[src/rtl/tpic_pkg.sv]
/*
 Package for the test-pattern injection control block: register
 indices, field positions, reset values, widths and carrier types.
 Assumes a 16-bit register port and one crossing per clock cycle.
*/
package tpic_pkg;

	// ==================================================================
	// Register port
	// ==================================================================
	localparam int          REG_W          = 16;
	localparam int          SEL_W          = 3;
	localparam logic [2:0]  SEL_FE_CFG     = 3'h0;
	localparam logic [2:0]  SEL_CORE_CFG   = 3'h1;
	localparam logic [2:0]  SEL_RO_CFG     = 3'h2;
	localparam logic [2:0]  SEL_STUB_STAT  = 3'h3;
	localparam logic [2:0]  SEL_RUN_REQ    = 3'h4;

	// ==================================================================
	// Field positions
	// ==================================================================
	localparam int BIT_LOOP        = 15;
	localparam int BIT_FE_ALIGN    = 13;
	localparam int BIT_FE_TX       = 12;
	localparam int BIT_FE_TIMING   = 11;
	localparam int BIT_CORE_BARREL = 15;
	localparam int BIT_CORE_ENDCAP = 14;
	localparam int BIT_CORE_TRACK  = 13;
	localparam int BIT_CORE_TIMING = 12;
	localparam int BIT_RO_TX       = 12;
	localparam int BIT_STAT_FULL   = 15;
	localparam int BIT_STAT_EMPTY  = 14;
	localparam int BIT_REQ_PERSIST = 15;
	localparam int BIT_REQ_ARM     = 13;

	// Writable bit masks; all other bits ignore writes and read zero
	localparam logic [15:0] MASK_FE   = 16'hB9FF;
	localparam logic [15:0] MASK_CORE = 16'hF1FF;
	localparam logic [15:0] MASK_RO   = 16'h93FF;
	localparam logic [15:0] MASK_REQ  = 16'hA000;
	localparam logic [15:0] CFG_RESET = 16'h0000;

	// ==================================================================
	// Windows and stub memory
	// ==================================================================
	localparam int          FE_WIN_W   = 9;
	localparam int          CORE_WIN_W = 9;
	localparam int          RO_WIN_W   = 10;
	localparam int          CNT_W      = 11;
	localparam logic [10:0] STUB_DEPTH = 11'h400;
	localparam int          LINK_N     = 15;

	// ==================================================================
	// Carrier types
	// ==================================================================
	typedef struct packed {
		logic orbit_mark;
		logic bunch_number_bit_high;
		logic bunch_number_bit_low;
	} tpic_timing_t;

	typedef struct packed {
		logic [2:0]  sel;
		logic        wr;
		logic [15:0] wdata;
	} tpic_reg_req_t;

endpackage

[src/rtl/tpic_window.sv]
/*
 Injection window sequencer: on start it stays active for len+1 steps.
 Assumes start and step are single-cycle qualifiers on clk.
*/
`timescale 1ns/1ps
module tpic_window #(
	parameter int CW = 9
) (
	input  wire logic          clk,
	input  wire logic          reset,
	input  wire logic          ce,
	input  wire logic          start,
	input  wire logic          step,
	input  wire logic [CW-1:0] len,
	output logic               active
);
	import tpic_pkg::*;

	// ==================================================================
	// State
	// ==================================================================
	typedef enum logic [0:0] {
		TPIC_W_IDLE = 1'b0,
		TPIC_W_RUN  = 1'b1
	} tpic_wstate_t;

	tpic_wstate_t  state_q;
	tpic_wstate_t  state_d;
	logic [CW-1:0] count_q;
	logic [CW-1:0] count_d;

	// Window of len+1 steps, restart reloads
	always_comb begin
		state_d = state_q;
		count_d = count_q;
		case (state_q)
			TPIC_W_IDLE: begin
				if (start) begin
					state_d = TPIC_W_RUN;
					count_d = len;
				end
			end
			TPIC_W_RUN: begin
				if (start) begin
					count_d = len;
				end else if (step) begin
					if (count_q == '0) begin
						state_d = TPIC_W_IDLE;
					end else begin
						count_d = count_q - 1'b1;
					end
				end
			end
			default: begin
				state_d = TPIC_W_IDLE;
			end
		endcase
	end

	always_ff @(posedge clk) begin
		if (reset) begin
			state_q <= TPIC_W_IDLE;
			count_q <= '0;
		end else if (ce) begin
			state_q <= state_d;
			count_q <= count_d;
		end
	end

	assign active = (state_q == TPIC_W_RUN);

endmodule

[src/rtl/tpic_top.sv]
/*
 Test-pattern injection control: configuration registers of the
 front-end, core and readout-link chips, the run request, the window
 sequencers, timing override and the common stub memory status.
 Assumes a synchronous register port and one crossing per clock.
*/
`timescale 1ns/1ps

// Functional notes
// Front two, readout one, core three injection points
// Loop bit writes injected data back to memory
// Front-end bit 13 enables alignment output injection
// Bit 12 enables transmitter injection
// Timing bit replaces path timing with pattern timing
// Timing injection makes pattern timing bits valid
// Front-end window N injects N+1 crossings
// Core bit enables barrel stub injection
// Core bit enables endcap stub injection
// Core bit enables track output injection
// Core window N+1 crossings when any enable
// Readout window N injects N+1 patterns
// Unused config bits ignore writes, read zero
// One read-only status for common stub memory
// Stub memory holds 1024 sixteen-bit words
// Count in bits 10:0, full bit 15
// Empty bit 14 set when memory empty
// Self-test drives all 15 optical outputs
// Software sequences mode, reset, load, inject, compare
// Timing loopback routes front patterns to barrel spy
// One-time request self-clears, persistent keeps firing
// Enabled points inject concurrently over one window
module tpic_top (
	input  wire logic                        clk,
	input  wire logic                        reset,
	input  wire logic                        ce,
	input  wire tpic_pkg::tpic_reg_req_t     reg_req,
	output logic [tpic_pkg::REG_W-1:0]       reg_rdata,
	input  wire logic                        test_run_command,
	input  wire logic                        pattern_inject_command,
	input  wire logic                        ro_pattern_sent,
	input  wire logic                        stub_mem_load,
	input  wire logic                        stub_mem_read,
	input  wire tpic_pkg::tpic_timing_t      path_timing,
	input  wire tpic_pkg::tpic_timing_t      pattern_timing,
	output tpic_pkg::tpic_timing_t           fe_timing_out,
	output logic                             fe_inject_align_out,
	output logic                             fe_inject_tx,
	output logic                             fe_writeback,
	output logic                             core_inject_barrel,
	output logic                             core_inject_endcap,
	output logic                             core_inject_track,
	output logic                             core_writeback,
	output logic                             ro_inject_tx,
	output logic                             ro_writeback,
	output logic [tpic_pkg::LINK_N-1:0]      optical_self_test,
	output logic                             barrel_loop_route,
	output logic [tpic_pkg::CNT_W-1:0]       stub_memory_word_count,
	output logic                             stub_memory_full,
	output logic                             stub_memory_empty
);
	import tpic_pkg::*;

	// ==================================================================
	// Helpers
	// ==================================================================
	function automatic logic sel_hit(input tpic_reg_req_t r,
	                                 input logic [2:0] s);
		sel_hit = r.wr && (r.sel == s);
	endfunction

	// ==================================================================
	// Configuration registers
	// ==================================================================
	logic [REG_W-1:0] fe_cfg_q;
	logic [REG_W-1:0] core_cfg_q;
	logic [REG_W-1:0] ro_cfg_q;
	logic             req_persist_q;
	logic             req_arm_q;
	logic             req_arm_d;

	wire wr_fe   = sel_hit(reg_req, SEL_FE_CFG);
	wire wr_core = sel_hit(reg_req, SEL_CORE_CFG);
	wire wr_ro   = sel_hit(reg_req, SEL_RO_CFG);
	wire wr_req  = sel_hit(reg_req, SEL_RUN_REQ);

	always_ff @(posedge clk) begin
		if (reset) begin
			fe_cfg_q   <= CFG_RESET;
			core_cfg_q <= CFG_RESET;
			ro_cfg_q   <= CFG_RESET;
		end else if (ce) begin
			if (wr_fe) begin
				fe_cfg_q <= reg_req.wdata & MASK_FE;
			end
			if (wr_core) begin
				core_cfg_q <= reg_req.wdata & MASK_CORE;
			end
			if (wr_ro) begin
				ro_cfg_q <= reg_req.wdata & MASK_RO;
			end
		end
	end

	// ==================================================================
	// Field decode
	// ==================================================================
	wire fe_loop     = fe_cfg_q[BIT_LOOP];
	wire fe_align_en = fe_cfg_q[BIT_FE_ALIGN];
	wire fe_tx_en    = fe_cfg_q[BIT_FE_TX];
	wire fe_time_en  = fe_cfg_q[BIT_FE_TIMING];
	wire [FE_WIN_W-1:0] fe_win = fe_cfg_q[FE_WIN_W-1:0];

	wire core_loop   = core_cfg_q[BIT_LOOP];
	wire core_bar_en = core_cfg_q[BIT_CORE_BARREL];
	wire core_end_en = core_cfg_q[BIT_CORE_ENDCAP];
	wire core_trk_en = core_cfg_q[BIT_CORE_TRACK];
	wire [CORE_WIN_W-1:0] core_win = core_cfg_q[CORE_WIN_W-1:0];

	wire ro_loop  = ro_cfg_q[BIT_LOOP];
	wire ro_tx_en = ro_cfg_q[BIT_RO_TX];
	wire [RO_WIN_W-1:0] ro_win = ro_cfg_q[RO_WIN_W-1:0];

	wire fe_any   = fe_align_en | fe_tx_en;
	wire core_any = core_bar_en | core_end_en | core_trk_en;

	// ==================================================================
	// Run request
	// ==================================================================
	wire req_fire = req_arm_q & pattern_inject_command;
	wire run      = test_run_command | req_fire;

	// Software arming wins over the self-clear in the same cycle
	always_comb begin
		req_arm_d = req_arm_q;
		if (req_fire && !req_persist_q) begin
			req_arm_d = 1'b0;
		end
		if (wr_req) begin
			req_arm_d = reg_req.wdata[BIT_REQ_ARM];
		end
	end

	always_ff @(posedge clk) begin
		if (reset) begin
			req_persist_q <= 1'b0;
			req_arm_q     <= 1'b0;
		end else if (ce) begin
			if (wr_req) begin
				req_persist_q <= reg_req.wdata[BIT_REQ_PERSIST];
			end
			req_arm_q <= req_arm_d;
		end
	end

	// ==================================================================
	// Injection windows
	// ==================================================================
	logic fe_active;
	logic core_active;
	logic ro_active;

	// Crossing windows step every cycle
	tpic_window #(
		.CW     (FE_WIN_W)
	) u_fe_win (
		.clk    (clk),
		.reset  (reset),
		.ce     (ce),
		.start  (run & fe_any),
		.step   (1'b1),
		.len    (fe_win),
		.active (fe_active)
	);

	tpic_window #(
		.CW     (CORE_WIN_W)
	) u_core_win (
		.clk    (clk),
		.reset  (reset),
		.ce     (ce),
		.start  (run & core_any),
		.step   (1'b1),
		.len    (core_win),
		.active (core_active)
	);

	// Readout window counts individual patterns
	tpic_window #(
		.CW     (RO_WIN_W)
	) u_ro_win (
		.clk    (clk),
		.reset  (reset),
		.ce     (ce),
		.start  (run & ro_tx_en),
		.step   (ro_pattern_sent),
		.len    (ro_win),
		.active (ro_active)
	);

	// ==================================================================
	// Injection point outputs
	// ==================================================================
	wire fe_time_sel = fe_active & fe_time_en;
	tpic_timing_t timing_d;
	assign timing_d = fe_time_sel ? pattern_timing : path_timing;

	always_ff @(posedge clk) begin
		if (reset) begin
			fe_inject_align_out <= 1'b0;
			fe_inject_tx        <= 1'b0;
			fe_writeback        <= 1'b0;
			core_inject_barrel  <= 1'b0;
			core_inject_endcap  <= 1'b0;
			core_inject_track   <= 1'b0;
			core_writeback      <= 1'b0;
			ro_inject_tx        <= 1'b0;
			ro_writeback        <= 1'b0;
			fe_timing_out       <= '0;
			barrel_loop_route   <= 1'b0;
			optical_self_test   <= '0;
		end else if (ce) begin
			fe_inject_align_out <= fe_active & fe_align_en;
			fe_inject_tx        <= fe_active & fe_tx_en;
			fe_writeback        <= fe_active & fe_loop;
			core_inject_barrel  <= core_active & core_bar_en;
			core_inject_endcap  <= core_active & core_end_en;
			core_inject_track   <= core_active & core_trk_en;
			core_writeback      <= core_active & core_loop;
			ro_inject_tx        <= ro_active & ro_tx_en;
			ro_writeback        <= ro_active & ro_loop;
			fe_timing_out       <= timing_d;
			barrel_loop_route   <= fe_time_sel;
			optical_self_test   <= {LINK_N{core_active & core_trk_en}};
		end
	end

	// ==================================================================
	// Common stub memory status
	// ==================================================================
	logic [CNT_W-1:0] stub_cnt_q;
	logic [CNT_W-1:0] stub_cnt_d;

	wire stub_full  = (stub_cnt_q == STUB_DEPTH);
	wire stub_empty = (stub_cnt_q == '0);
	// Writeback returns each read word to the memory
	wire stub_wb    = core_active & core_end_en & core_loop;
	wire stub_rd    = stub_mem_read & ~stub_empty;
	wire stub_wr    = (stub_mem_load | (stub_rd & stub_wb)) & ~stub_full;

	always_comb begin
		stub_cnt_d = stub_cnt_q;
		if (stub_wr && !stub_rd) begin
			stub_cnt_d = stub_cnt_q + 1'b1;
		end else if (stub_rd && !stub_wr && !stub_wb) begin
			stub_cnt_d = stub_cnt_q - 1'b1;
		end
	end

	always_ff @(posedge clk) begin
		if (reset) begin
			stub_cnt_q             <= '0;
			stub_memory_word_count <= '0;
			stub_memory_full       <= 1'b0;
			stub_memory_empty      <= 1'b1;
		end else if (ce) begin
			stub_cnt_q             <= stub_cnt_d;
			stub_memory_word_count <= stub_cnt_d;
			stub_memory_full       <= (stub_cnt_d == STUB_DEPTH);
			stub_memory_empty      <= (stub_cnt_d == '0);
		end
	end

	// ==================================================================
	// Register read
	// ==================================================================
	logic [REG_W-1:0] stat_word;
	logic [REG_W-1:0] req_word;
	logic [REG_W-1:0] rd_mux;

	always_comb begin
		stat_word                 = '0;
		stat_word[CNT_W-1:0]      = stub_cnt_q;
		stat_word[BIT_STAT_FULL]  = stub_full;
		stat_word[BIT_STAT_EMPTY] = stub_empty;
		req_word                  = '0;
		req_word[BIT_REQ_PERSIST] = req_persist_q;
		req_word[BIT_REQ_ARM]     = req_arm_q;
		case (reg_req.sel)
			SEL_FE_CFG:    rd_mux = fe_cfg_q;
			SEL_CORE_CFG:  rd_mux = core_cfg_q;
			SEL_RO_CFG:    rd_mux = ro_cfg_q;
			SEL_STUB_STAT: rd_mux = stat_word;
			SEL_RUN_REQ:   rd_mux = req_word;
			default:       rd_mux = '0;
		endcase
	end

	always_ff @(posedge clk) begin
		if (reset) begin
			reg_rdata <= '0;
		end else if (ce) begin
			reg_rdata <= rd_mux;
		end
	end

endmodule

[config.mk]
export PLATFORM = sky130hd
export DESIGN_NAME = tpic_top
export DESIGN_NICKNAME = d
export VERILOG_FILES = /design/src/rtl/tpic_pkg.sv /design/src/rtl/tpic_window.sv /design/src/rtl/tpic_top.sv
export SDC_FILE = /design/constraint.sdc
export NUM_CORES = 1
export LEC_CHECK = 0
export BUFFER_PORTS_ARGS = -buffer_cell sky130_fd_sc_hd__buf_2
export CORE_MARGIN = 5
export CORE_UTILIZATION = 45
export CTS_BUF_LIST = sky130_fd_sc_hd__clkbuf_8
export DETAILED_ROUTE_END_ITERATION = 8
export GPL_TIMING_DRIVEN = 0
export PLACE_DENSITY = 0.67
export SYNTH_ARGS = -nofsm -noshare
export SYNTH_HDL_FRONTEND = slang
export SYNTH_SLANG_ARGS = --single-unit
[constraint.sdc]
create_clock -name clk -period 4.55 [get_ports clk]
set_clock_uncertainty 0.05 [all_clocks]
set_input_delay 0.455 -clock clk [delete_from_list [all_inputs] [get_ports clk]]
set_output_delay 0.455 -clock clk [all_outputs]
set_load 0.01 [all_outputs]
==> impl_metrics.py, run 1 <==
metrics = {
    "run_status": {
        "status": "completed",
    },
    "synth": {
        "synth_cells": 716,
        "synth_area_um2": 5720,
        "async_flop_share_pct": 0,
        "syn_area_per_cell_um2": 7.99,
        "synth_top_flop_cell": "dfxtp_1",
        "seq_area_frac_synth_pct": 39.2,
        "yosysTopAreaCellShare_pct": 39.2,
        "synth_edf_count": 0,
        "ys_ff_latch": 112,
        "yosysTopAreaCell": "dfxtp_1",
        "yosys-top-cells-count": "nand2_1 (118), dfxtp_1 (112), nor2_1 (86)",
        "ys_types": 60,
        "yosysWarnings": 0,
        "syn_nets": 755,
        "netlist_top_cells_area": "dfxtp_1 (39%), nand2_1 (7.7%), nor2_1 (5.6%)",
        "synth_most_common_cell": "nand2_1",
    },
    "final_layout": {
        "drive_gt1_share_pct": 18.6,
        "utilization_pct": 52.2,
        "antennaDiodeCount": 0,
        "stdcell_count": 990,
        "fill_cells": 1228,
        "syn2layout_area_growth_pct": 14.3,
        "finalNetCount": 852,
        "fin_area_um2": 6540,
    },
    "detailed_routing": {
        "wire_per_inst_um": 18.5,
        "drc": 0,
        "wirelength_mm": 18.3,
        "drt_iter0_drc": 654,
        "postRouteAntennaNets": 0,
        "firstDrtPassIters": 6,
        "dr_total_vias": 5763,
        "via_per_inst": 5.82,
    },
    "global_route": {
        "overflow": 0,
        "grt_pass1_wl_mm": 28.8,
        "grt_usage_pct": 24.7,
        "grt_max_degree": 19,
        "grt_pass1_vias": 5373,
        "antenna_found_initial": 0,
    },
    "sta": {
        "whs_ns": 0.223,
        "period_needed_ns": 3.75,
        "worstMarginPinSlew_ns": 0.794,
        "setup_viol": 0,
        "timing.final.ws_setup_ns": 0.803,
        "max_freq_ghz": 0.267,
        "rsz0062_at_grt": "false",
        "fin_crit_sh_pct": 82.3,
        "relSlewSlack_pct": 46.6,
        "finalHoldViolations": 0,
        "maxSlewViolCount": 0,
        "final.setup.tns_ns": 0,
    },
    "clock_tree": {
        "clockRootBuffer": "clkbuf_8",
        "numCtsBuffers": 9,
        "cts_buffer_depth": 2,
        "htreeDepth": 3,
        "clock-sinks": 112,
        "clk_latency_ns": 0.40,
        "cts_hold_buf": 0,
        "clkTransAtPathRegs_ns": 0.12,
        "tritoncts": "built",
        "cts-resized-gates": 0,
        "cts_setup_buffers": 0,
    },
    "placement": {
        "dpl_worst_slack_ns": 0.853,
        "gp_congestion": 0.957,
        "dp_hpwl_mm": 13.7,
        "placed_area_um2": 6360,
        "placedCellCount": 974,
        "port_buffers": 86,
    },
    "floorplan": {
        "ios": 91,
        "start_util_pct": 45.7,
        "rows": 41,
        "core_um2": 12500,
        "die_y_um": 123,
        "die_x_um": 123,
        "dieArea_um2": 15100,
    },
    "setup_path": {
        "crit_buf_inv": 1,
        "crit_family": "simple AND/OR/NAND/NOR gates",
        "cpPeakStageDelay_ns": 0.53,
        "end_kind": "register",
        "start_kind": "register",
        "crit_path_cell_trace": "inv_1 > ha_1 > or4b_4 > o31a_2 > or3_2 > o41ai_1 > xor2_1 > or4_1 > o41ai_1",
        "cp_data_arrival_time_ns": 4.01,
        "critPathKind": "reg2reg",
        "required_ns": 4.82,
        "path_max_fanout": 9,
        "cpMaxStageDelayCell": "or4b_4",
        "crit_top_cell": "o41ai_1",
    },
    "pwr": {
        "power_density_nw_per_um2": 424,
        "clockPowerShare_pct": 20.1,
        "p_sw_share_pct": 39.1,
        "ir_worst_vdd_mv": 0.344,
        "p_comb_share_pct": 39.6,
        "power_mw": 2.77,
        "p_leak_nw": 2.64,
        "switchingPower_mw": 1.08,
        "seqPwrFrac_pct": 40.3,
        "p_int_mw": 1.69,
    },
    "hold_path": {
        "min_path_type": "in2reg",
    },
    "run": {
        "max_cap_viol_count": 0,
    },
}
flip-flops by register name (all words and copies together), names as in the netlist, 3 cells and up:
register            count
reg_rdata              16
u_ro_win.count_q       10
fe_cfg_q               13
core_cfg_q             13
u_fe_win.count_q        9
fe_timing_out           3
ro_cfg_q               12
stub_cnt_q             11
u_core_win.count_q      9
worst paths after layout:
check	startpoint	to	slack, ns	cells past startpoint
worst max register to register	stub_cnt_q[0]$_SDFFE_PP0P_	stub_memory_full$_SDFFE_PP0P_	0.80	9
worst max-delay path	stub_cnt_q[0]$_SDFFE_PP0P_	stub_memory_full$_SDFFE_PP0P_	0.80	9
worst min-delay path	reset	stub_memory_full$_SDFFE_PP0P_	0.22	2
worst min register to register	fe_writeback$_SDFFE_PP0P_	fe_writeback$_SDFFE_PP0P_	0.41	2
power groups by stage:
| stage | clock network (mW) | registers [mW] | logic, mW |
|---|---|---|---|
| after global routing | 0.611 | 1.12 | 1.18 |
| after floorplan | 0 | 1.13 | 0.765 |
| after detailed placement | 0 | 1.14 | 1.07 |
| final | 0.556 | 1.12 | 1.10 |
| after global placement | 0 | 1.13 | 1.08 |
| after CTS | 0.568 | 1.11 | 1.08 |
cells by family after synthesis:
kind of cell               share of synthesized area [%]
and+or+nand+nor                                     24.2
AOI/OAI and AO/OA                                   19.0
DFF                                                 39.2
buffers and inverters                               6.98
muxes                                               7.70
xor gates and xnor gates                            1.84
adders and majority gates                           1.09
cell type report:
cell class | count | area (um2) | share of cell area, %
inverter | 22 | 82.6 | 1.26
timing repair buffer | 86 | 430 | 6.58
buffer | 62 | 317 | 4.84
multi-input combinational | 520 | 3080 | 47.1
clock buffer | 9 | 124 | 1.90
sequential | 112 | 2240 | 34.3
clock inverter | 7 | 47.5 | 0.727
tap | 172 | 215 | 3.29
layout by cell type (no fill, tap or decap), types with 5 or more instances in the layout:
| cell | Yosys | final |
|---|---|---|
| nor2_1 | 86 | 86 |
| a22oi_1 | 26 | 26 |
| xor2_1 | 6 | 6 |
| buf_1 | 7 | 7 |
| and3_1 | 5 | 5 |
| o31ai_1 | 5 | 5 |
| nand2_1 | 118 | 118 |
| mux2i_1 | 20 | 20 |
| nand3_1 | 26 | 26 |
| nand2b_1 | 6 | 6 |
| clkbuf_1 | 32 | 32 |
| buf_4 | 17 | 17 |
| ha_1 | 5 | 5 |
| nor4_1 | 8 | 8 |
| o21ai_0 | 42 | 42 |
| or3_1 | 6 | 6 |
| buf_2 | 4 | 90 |
| dfxtp_1 | 112 | 112 |
| a311oi_1 | 5 | 5 |
| xnor2_1 | 6 | 6 |
| inv_1 | 22 | 22 |
| mux4_2 | 8 | 8 |
| clkbuf_8 | 0 | 9 |
| o41ai_1 | 10 | 10 |
| a21oi_1 | 57 | 57 |
| nor3_1 | 10 | 10 |
per-layer routing:
layer,up-vias,global-route usage [%],part of all wire (%)
met1,2738,32.7,43
met3,28,5.85,9.3
met2,279,39.4,45
met5,-,0,0
met4,0,8.47,2.3
li1,2718,-,-
Note: power is estimated with default switching activity, not from simulation.
==> inputs of run 2 (changes only) <==
PLACE_DENSITY = 0.69   (was 0.67)
clock period = 3.2 ns   (was 4.55 ns; I/O delays follow)
==> impl_metrics.py, run 2 (synthesized netlist as in run 1, its figures left out) <==
metrics = {
    "run_status": {
        "status": "completed",
    },
    "detailed_routing": {
        "wire_per_inst_um": 18.4,
        "firstDrtPassIters": 5,
        "postRouteAntennaNets": 0,
        "dr_total_vias": 5772,
        "via_per_inst": 5.76,
        "wirelength_mm": 18.4,
        "drc": 0,
        "drt_iter0_drc": 657,
    },
    "placement": {
        "dp_hpwl_mm": 13.8,
        "port_buffers": 86,
        "dpl_worst_slack_ns": -0.341,
        "gp_congestion": 0.944,
    },
    "floorplan": {
        "dieArea_um2": 15100,
        "start_util_pct": 45.7,
        "die_x_um": 123,
        "core_um2": 12500,
        "die_y_um": 123,
        "ios": 91,
        "rows": 41,
    },
    "sta": {
        "timing.final.ws_setup_ns": 0.00573,
        "whs_ns": 0.105,
        "fin_crit_sh_pct": 99.8,
        "finalHoldViolations": 0,
        "max_freq_ghz": 0.313,
        "maxSlewViolCount": 0,
        "period_needed_ns": 3.19,
        "setup_viol": 0,
        "worstMarginPinSlew_ns": 0.866,
        "rsz0062_at_grt": "true",
        "relSlewSlack_pct": 41.8,
    },
    "run": {
        "max_cap_viol_count": 0,
    },
    "clock_tree": {
        "cts_buffer_depth": 2,
        "htreeDepth": 3,
        "cts_hold_buf": 0,
        "clk_latency_ns": 0.40,
        "clock-sinks": 112,
        "numCtsBuffers": 9,
        "clkTransAtPathRegs_ns": 0.11,
        "clockRootBuffer": "clkbuf_8",
        "tritoncts": "built",
    },
    "final_layout": {
        "utilization_pct": 54.1,
        "final_common_cell": "nand2_1",
        "fill_cells": 1218,
        "largest_reg_flops": 16,
        "syn2layout_area_growth_pct": 18.4,
        "reg.largest.list": "reg_rdata: 16 flops, core_cfg_q: 13 flops, fe_cfg_q: 13 flops",
        "top_register": "reg_rdata",
        "antennaDiodeCount": 0,
        "finalNetCount": 864,
        "drive_gt1_share_pct": 21.2,
        "layout_common_cells": "nand2_1 (118), dfxtp_1 (109), buf_2 (89), nor2_1 (86), a21oi_1 (57)",
    },
    "global_route": {
        "grt_pass1_wl_mm": 28.8,
        "grt_usage_pct": 24.7,
        "grt_pass1_vias": 5286,
        "antenna_found_initial": 0,
        "overflow": 0,
        "grt_max_degree": 19,
    },
    "hold_path": {
        "min_path_type": "in2reg",
        "hold_depth": 2,
    },
    "setup_path": {
        "worstRegToRegCells": 7,
        "start_kind": "register",
        "required_ns": 3.47,
        "path_max_fanout": 8,
        "cpMaxStageDelayCell": "or4b_4",
        "critPathKind": "reg2reg",
        "cp_data_arrival_time_ns": 3.46,
        "end_kind": "register",
        "cpPeakStageDelay_ns": 0.62,
        "crit_path_cell_trace": "or4b_4 > o31a_4 > or3_4 > o41ai_4 > xor2_1 > or4_4 > o41ai_2",
    },
    "pwr": {
        "power_mw": 4.45,
        "power_density_nw_per_um2": 657,
        "p_leak_nw": 2.75,
        "ir_worst_vdd_mv": 0.609,
    },
}
-- run 2: changes by cell type in the layout (fill, tap and decap cells not counted), moves of 2 or more --
cell      delta
buf_4       +12
clkinv_2     -2
dfxtp_1      -3
dfxtp_4      +2
o41ai_1      -2
or4_1        -2
or4_4        +2
-- run 2: final cells by class --
class                   count  area, um2  area share, %
plain buffers              61        327           4.82
inverters                  22       85.1           1.26
multi-input cells         520       3190           47.1
clock buffers              10        138           2.03
repair buffers             99        528           7.80
clock inverters             6       37.5          0.554
flip-flops and latches    112       2250           33.2
well taps                 172        215           3.18
-- run 2: worst max-delay path, delay by kind of cell, from the launching register on --
kind / cells / cell delay (ns)
XOR/XNOR: 1 / 0.17
flip-flops: 1 / 0.46
AO/OA/AOI/OAI: 3 / 0.92
AND/OR/NAND/NOR: 3 / 1.50
-- run 2: timing repair --
action / CTS / global route
buffers inserted: 6 / 7
cloned: 0 / 0
pin swaps: 2 / 7
resized for setup: 5 / 11
endpoints found under the setup margin: 2 / 2
-- run 2: per-stage QoR --
step / std cells / setup TNS, ns / area, um2
after CTS: 996 / 0 / 6680
after global placement: 974 / -0.330 / 6420
after global routing: 1002 / -0.0832 / 6770
final: 1002 / 0 / 6770
after floorplan: 716 / 0 / 5770
after detailed placement: 974 / -0.410 / 6420
-- run 2: report_power, final --
group / total (mW) / switching (mW) / internal, mW
logic: 2.08 / 1.13 / 0.950
clock network: 0.794 / 0.491 / 0.303
registers: 1.57 / 0.0957 / 1.48
-- run 2: path summary, 6_finish.rpt --
path,from,end,slack (ns)
setup / recovery,stub_cnt_q[3]$_SDFFE_PP0P_,stub_memory_full$_SDFFE_PP0P_,0.006
hold / removal,reset,stub_memory_full$_SDFFE_PP0P_,0.10
setup reg to reg,stub_cnt_q[3]$_SDFFE_PP0P_,stub_memory_full$_SDFFE_PP0P_,0.006
hold reg to reg,fe_inject_tx$_SDFFE_PP0P_,fe_inject_tx$_SDFFE_PP0P_,0.41
-- run 2: routing by layer --
layer / up-vias / part of all wire, % / GRT usage (%)
met1: 2740 / 44 / 34.1
li1: 2746 / - / -
met5: - / 0 / 0
met4: 0 / 1.9 / 6.72
met2: 257 / 46 / 39.5
met3: 29 / 8.1 / 4.93
==> inputs of run 3 (changes only) <==
CORE_MARGIN = default   (was 5)
SLEW_MARGIN = 0   (was default)
==> impl_metrics.py, run 3 (synthesized netlist as in run 1, its figures left out) <==
metrics = {
    "sta": {
        "relSlewSlack_pct": 46.5,
        "finalHoldViolations": 0,
        "maxSlewViolCount": 0,
        "final.setup.tns_ns": -0.00803,
        "setup_viol": 1,
        "max_freq_ghz": 0.312,
        "period_needed_ns": 3.21,
        "worstMarginPinSlew_ns": 0.803,
        "timing.final.ws_setup_ns": -0.00803,
        "rsz0062_at_grt": "true",
        "whs_ns": 0.118,
        "fin_crit_sh_pct": 100,
    },
    "setup_path": {
        "start_kind": "register",
        "worstRegToRegCells": 9,
        "required_ns": 3.46,
        "path_max_fanout": 8,
        "critPathKind": "reg2reg",
        "cp_data_arrival_time_ns": 3.47,
        "end_kind": "register",
    },
    "placement": {
        "dp_hpwl_mm": 13.4,
        "placed_area_um2": 6410,
        "port_buffers": 86,
        "gp_congestion": 0.937,
        "placedCellCount": 970,
    },
    "final_layout": {
        "layout_common_cells": "nand2_1 (118), dfxtp_1 (109), buf_2 (89), nor2_1 (86), a21oi_1 (57)",
        "fin_area_um2": 6720,
        "stdcell_count": 994,
        "fill_cells": 1216,
        "reg.largest.list": "reg_rdata: 16 flops, core_cfg_q: 13 flops, fe_cfg_q: 13 flops",
        "antennaDiodeCount": 0,
        "largest_reg_flops": 16,
        "syn2layout_area_growth_pct": 17.5,
        "final_common_cell": "nand2_1",
        "drive_gt1_share_pct": 20.7,
        "finalNetCount": 861,
        "top_register": "reg_rdata",
    },
    "pwr": {
        "seqPwrFrac_pct": 36.0,
        "power_mw": 4.37,
        "p_sw_share_pct": 37.8,
        "switchingPower_mw": 1.65,
        "ir_worst_vdd_mv": 0.386,
        "clockPowerShare_pct": 18.7,
        "p_leak_nw": 2.71,
        "power_density_nw_per_um2": 651,
        "p_comb_share_pct": 45.2,
        "p_int_mw": 2.72,
    },
    "hold_path": {
        "hold_depth": 2,
        "min_path_type": "in2reg",
    },
    "detailed_routing": {
        "wirelength_mm": 18.1,
        "drc": 0,
        "drt_iter0_drc": 535,
        "postRouteAntennaNets": 0,
        "via_per_inst": 5.82,
        "dr_total_vias": 5784,
        "firstDrtPassIters": 5,
        "wire_per_inst_um": 18.3,
    },
    "run_status": {
        "violations": "setup timing",
        "status": "complete, but fails checks",
    },
    "floorplan": {
        "ios": 91,
        "die_y_um": 115,
        "rows": 40,
        "start_util_pct": 46.8,
        "dieArea_um2": 13200,
        "core_um2": 12200,
        "die_x_um": 115,
    },
    "global_route": {
        "antenna_found_initial": 0,
        "grt_pass1_wl_mm": 28.3,
        "grt_max_degree": 18,
        "grt_usage_pct": 28.1,
        "overflow": 0,
        "grt_pass1_vias": 5436,
    },
    "clock_tree": {
        "clkTransAtPathRegs_ns": 0.11,
        "htreeDepth": 3,
        "cts_buffer_depth": 2,
        "clockRootBuffer": "clkbuf_8",
        "clock-sinks": 112,
        "clk_latency_ns": 0.38,
        "tritoncts": "built",
        "numCtsBuffers": 9,
    },
    "run": {
        "max_cap_viol_count": 0,
    },
}
-- run 3: cell count changes in the layout (fill, tap and decap cells not counted), moves of 2 or more --
| cell | delta |
|---|---|
| or4_1 | +2 |
| inv_1 | -3 |
| inv_4 | +2 |
| buf_4 | -4 |
| clkinvlp_4 | +2 |
| or4_4 | -2 |
-- run 3: timing repair --
| action | CTS | global route |
|---|---|---|
| hold endpoints to repair | 0 | 0 |
| pin swaps | 2 | 12 |
| endpoints found under the setup margin | 2 | 2 |
| hold buffers | 0 | 0 |
| setup buffers | 7 | 2 |
| gates resized for setup | 4 | 12 |
-- run 3: critical path, stage by stage, from the launching register on --
cell	delay, ns
dfxtp_1	0.46
or4b_4	0.62
buf_4	0.16
buf_4	0.13
o31ai_2	0.20
and3_4	0.24
a31oi_1	0.15
a221o_1	0.37
or4_1	0.52
o31ai_1	0.23
-- run 3: area by class of cell --
class	count	area (um2)	area share, %
buffer	62	327	4.86
multi-input combinational	520	3170	47.1
clock buffer	11	151	2.25
sequential	112	2250	33.5
clock inverter	4	28.8	0.428
tap	168	210	3.13
timing repair buffer	95	498	7.41
inverter	22	87.6	1.30
-- run 3: power groups by stage --
stage | Combinational [mW] | Clock, mW | Sequential [mW]
2_1_floorplan | 1.16 | 0 | 1.62
3_3_place_gp | 1.56 | 0 | 1.62
3_5_place_dp | 1.56 | 0 | 1.63
4_1_cts | 1.82 | 0.824 | 1.57
5_1_grt | 2.10 | 0.882 | 1.59
6_report | 1.98 | 0.819 | 1.58
-- run 3: metal layers --
metal	up-vias	global-route usage, %	routed length (um)
met5	-	0	0
met1	2729	36.8	7750
met2	296	46.3	8400
li1	2721	-	-
met4	0	11.5	531
met3	38	4.80	1460
-- run 3: stage by stage --
stage	util (%)	setup slack, ns
after floorplan	-	0.000518
after global placement	52.5	-0.286
after detailed placement	52.5	-0.268
after CTS	54.7	0.00373
after global routing	55.0	-0.107
final	55.0	-0.00803
-- run 3: worst paths after layout --
check | startpoint | end | slack [ns]
max | stub_cnt_q[3]$_SDFFE_PP0P_ | stub_memory_empty$_SDFFE_PP1P_ | -0.008
min reg2reg | core_cfg_q[12]$_SDFFE_PP0P_ | core_cfg_q[12]$_SDFFE_PP0P_ | 0.41
max reg2reg | stub_cnt_q[3]$_SDFFE_PP0P_ | stub_memory_empty$_SDFFE_PP1P_ | -0.008
min | reset | stub_memory_full$_SDFFE_PP0P_ | 0.12
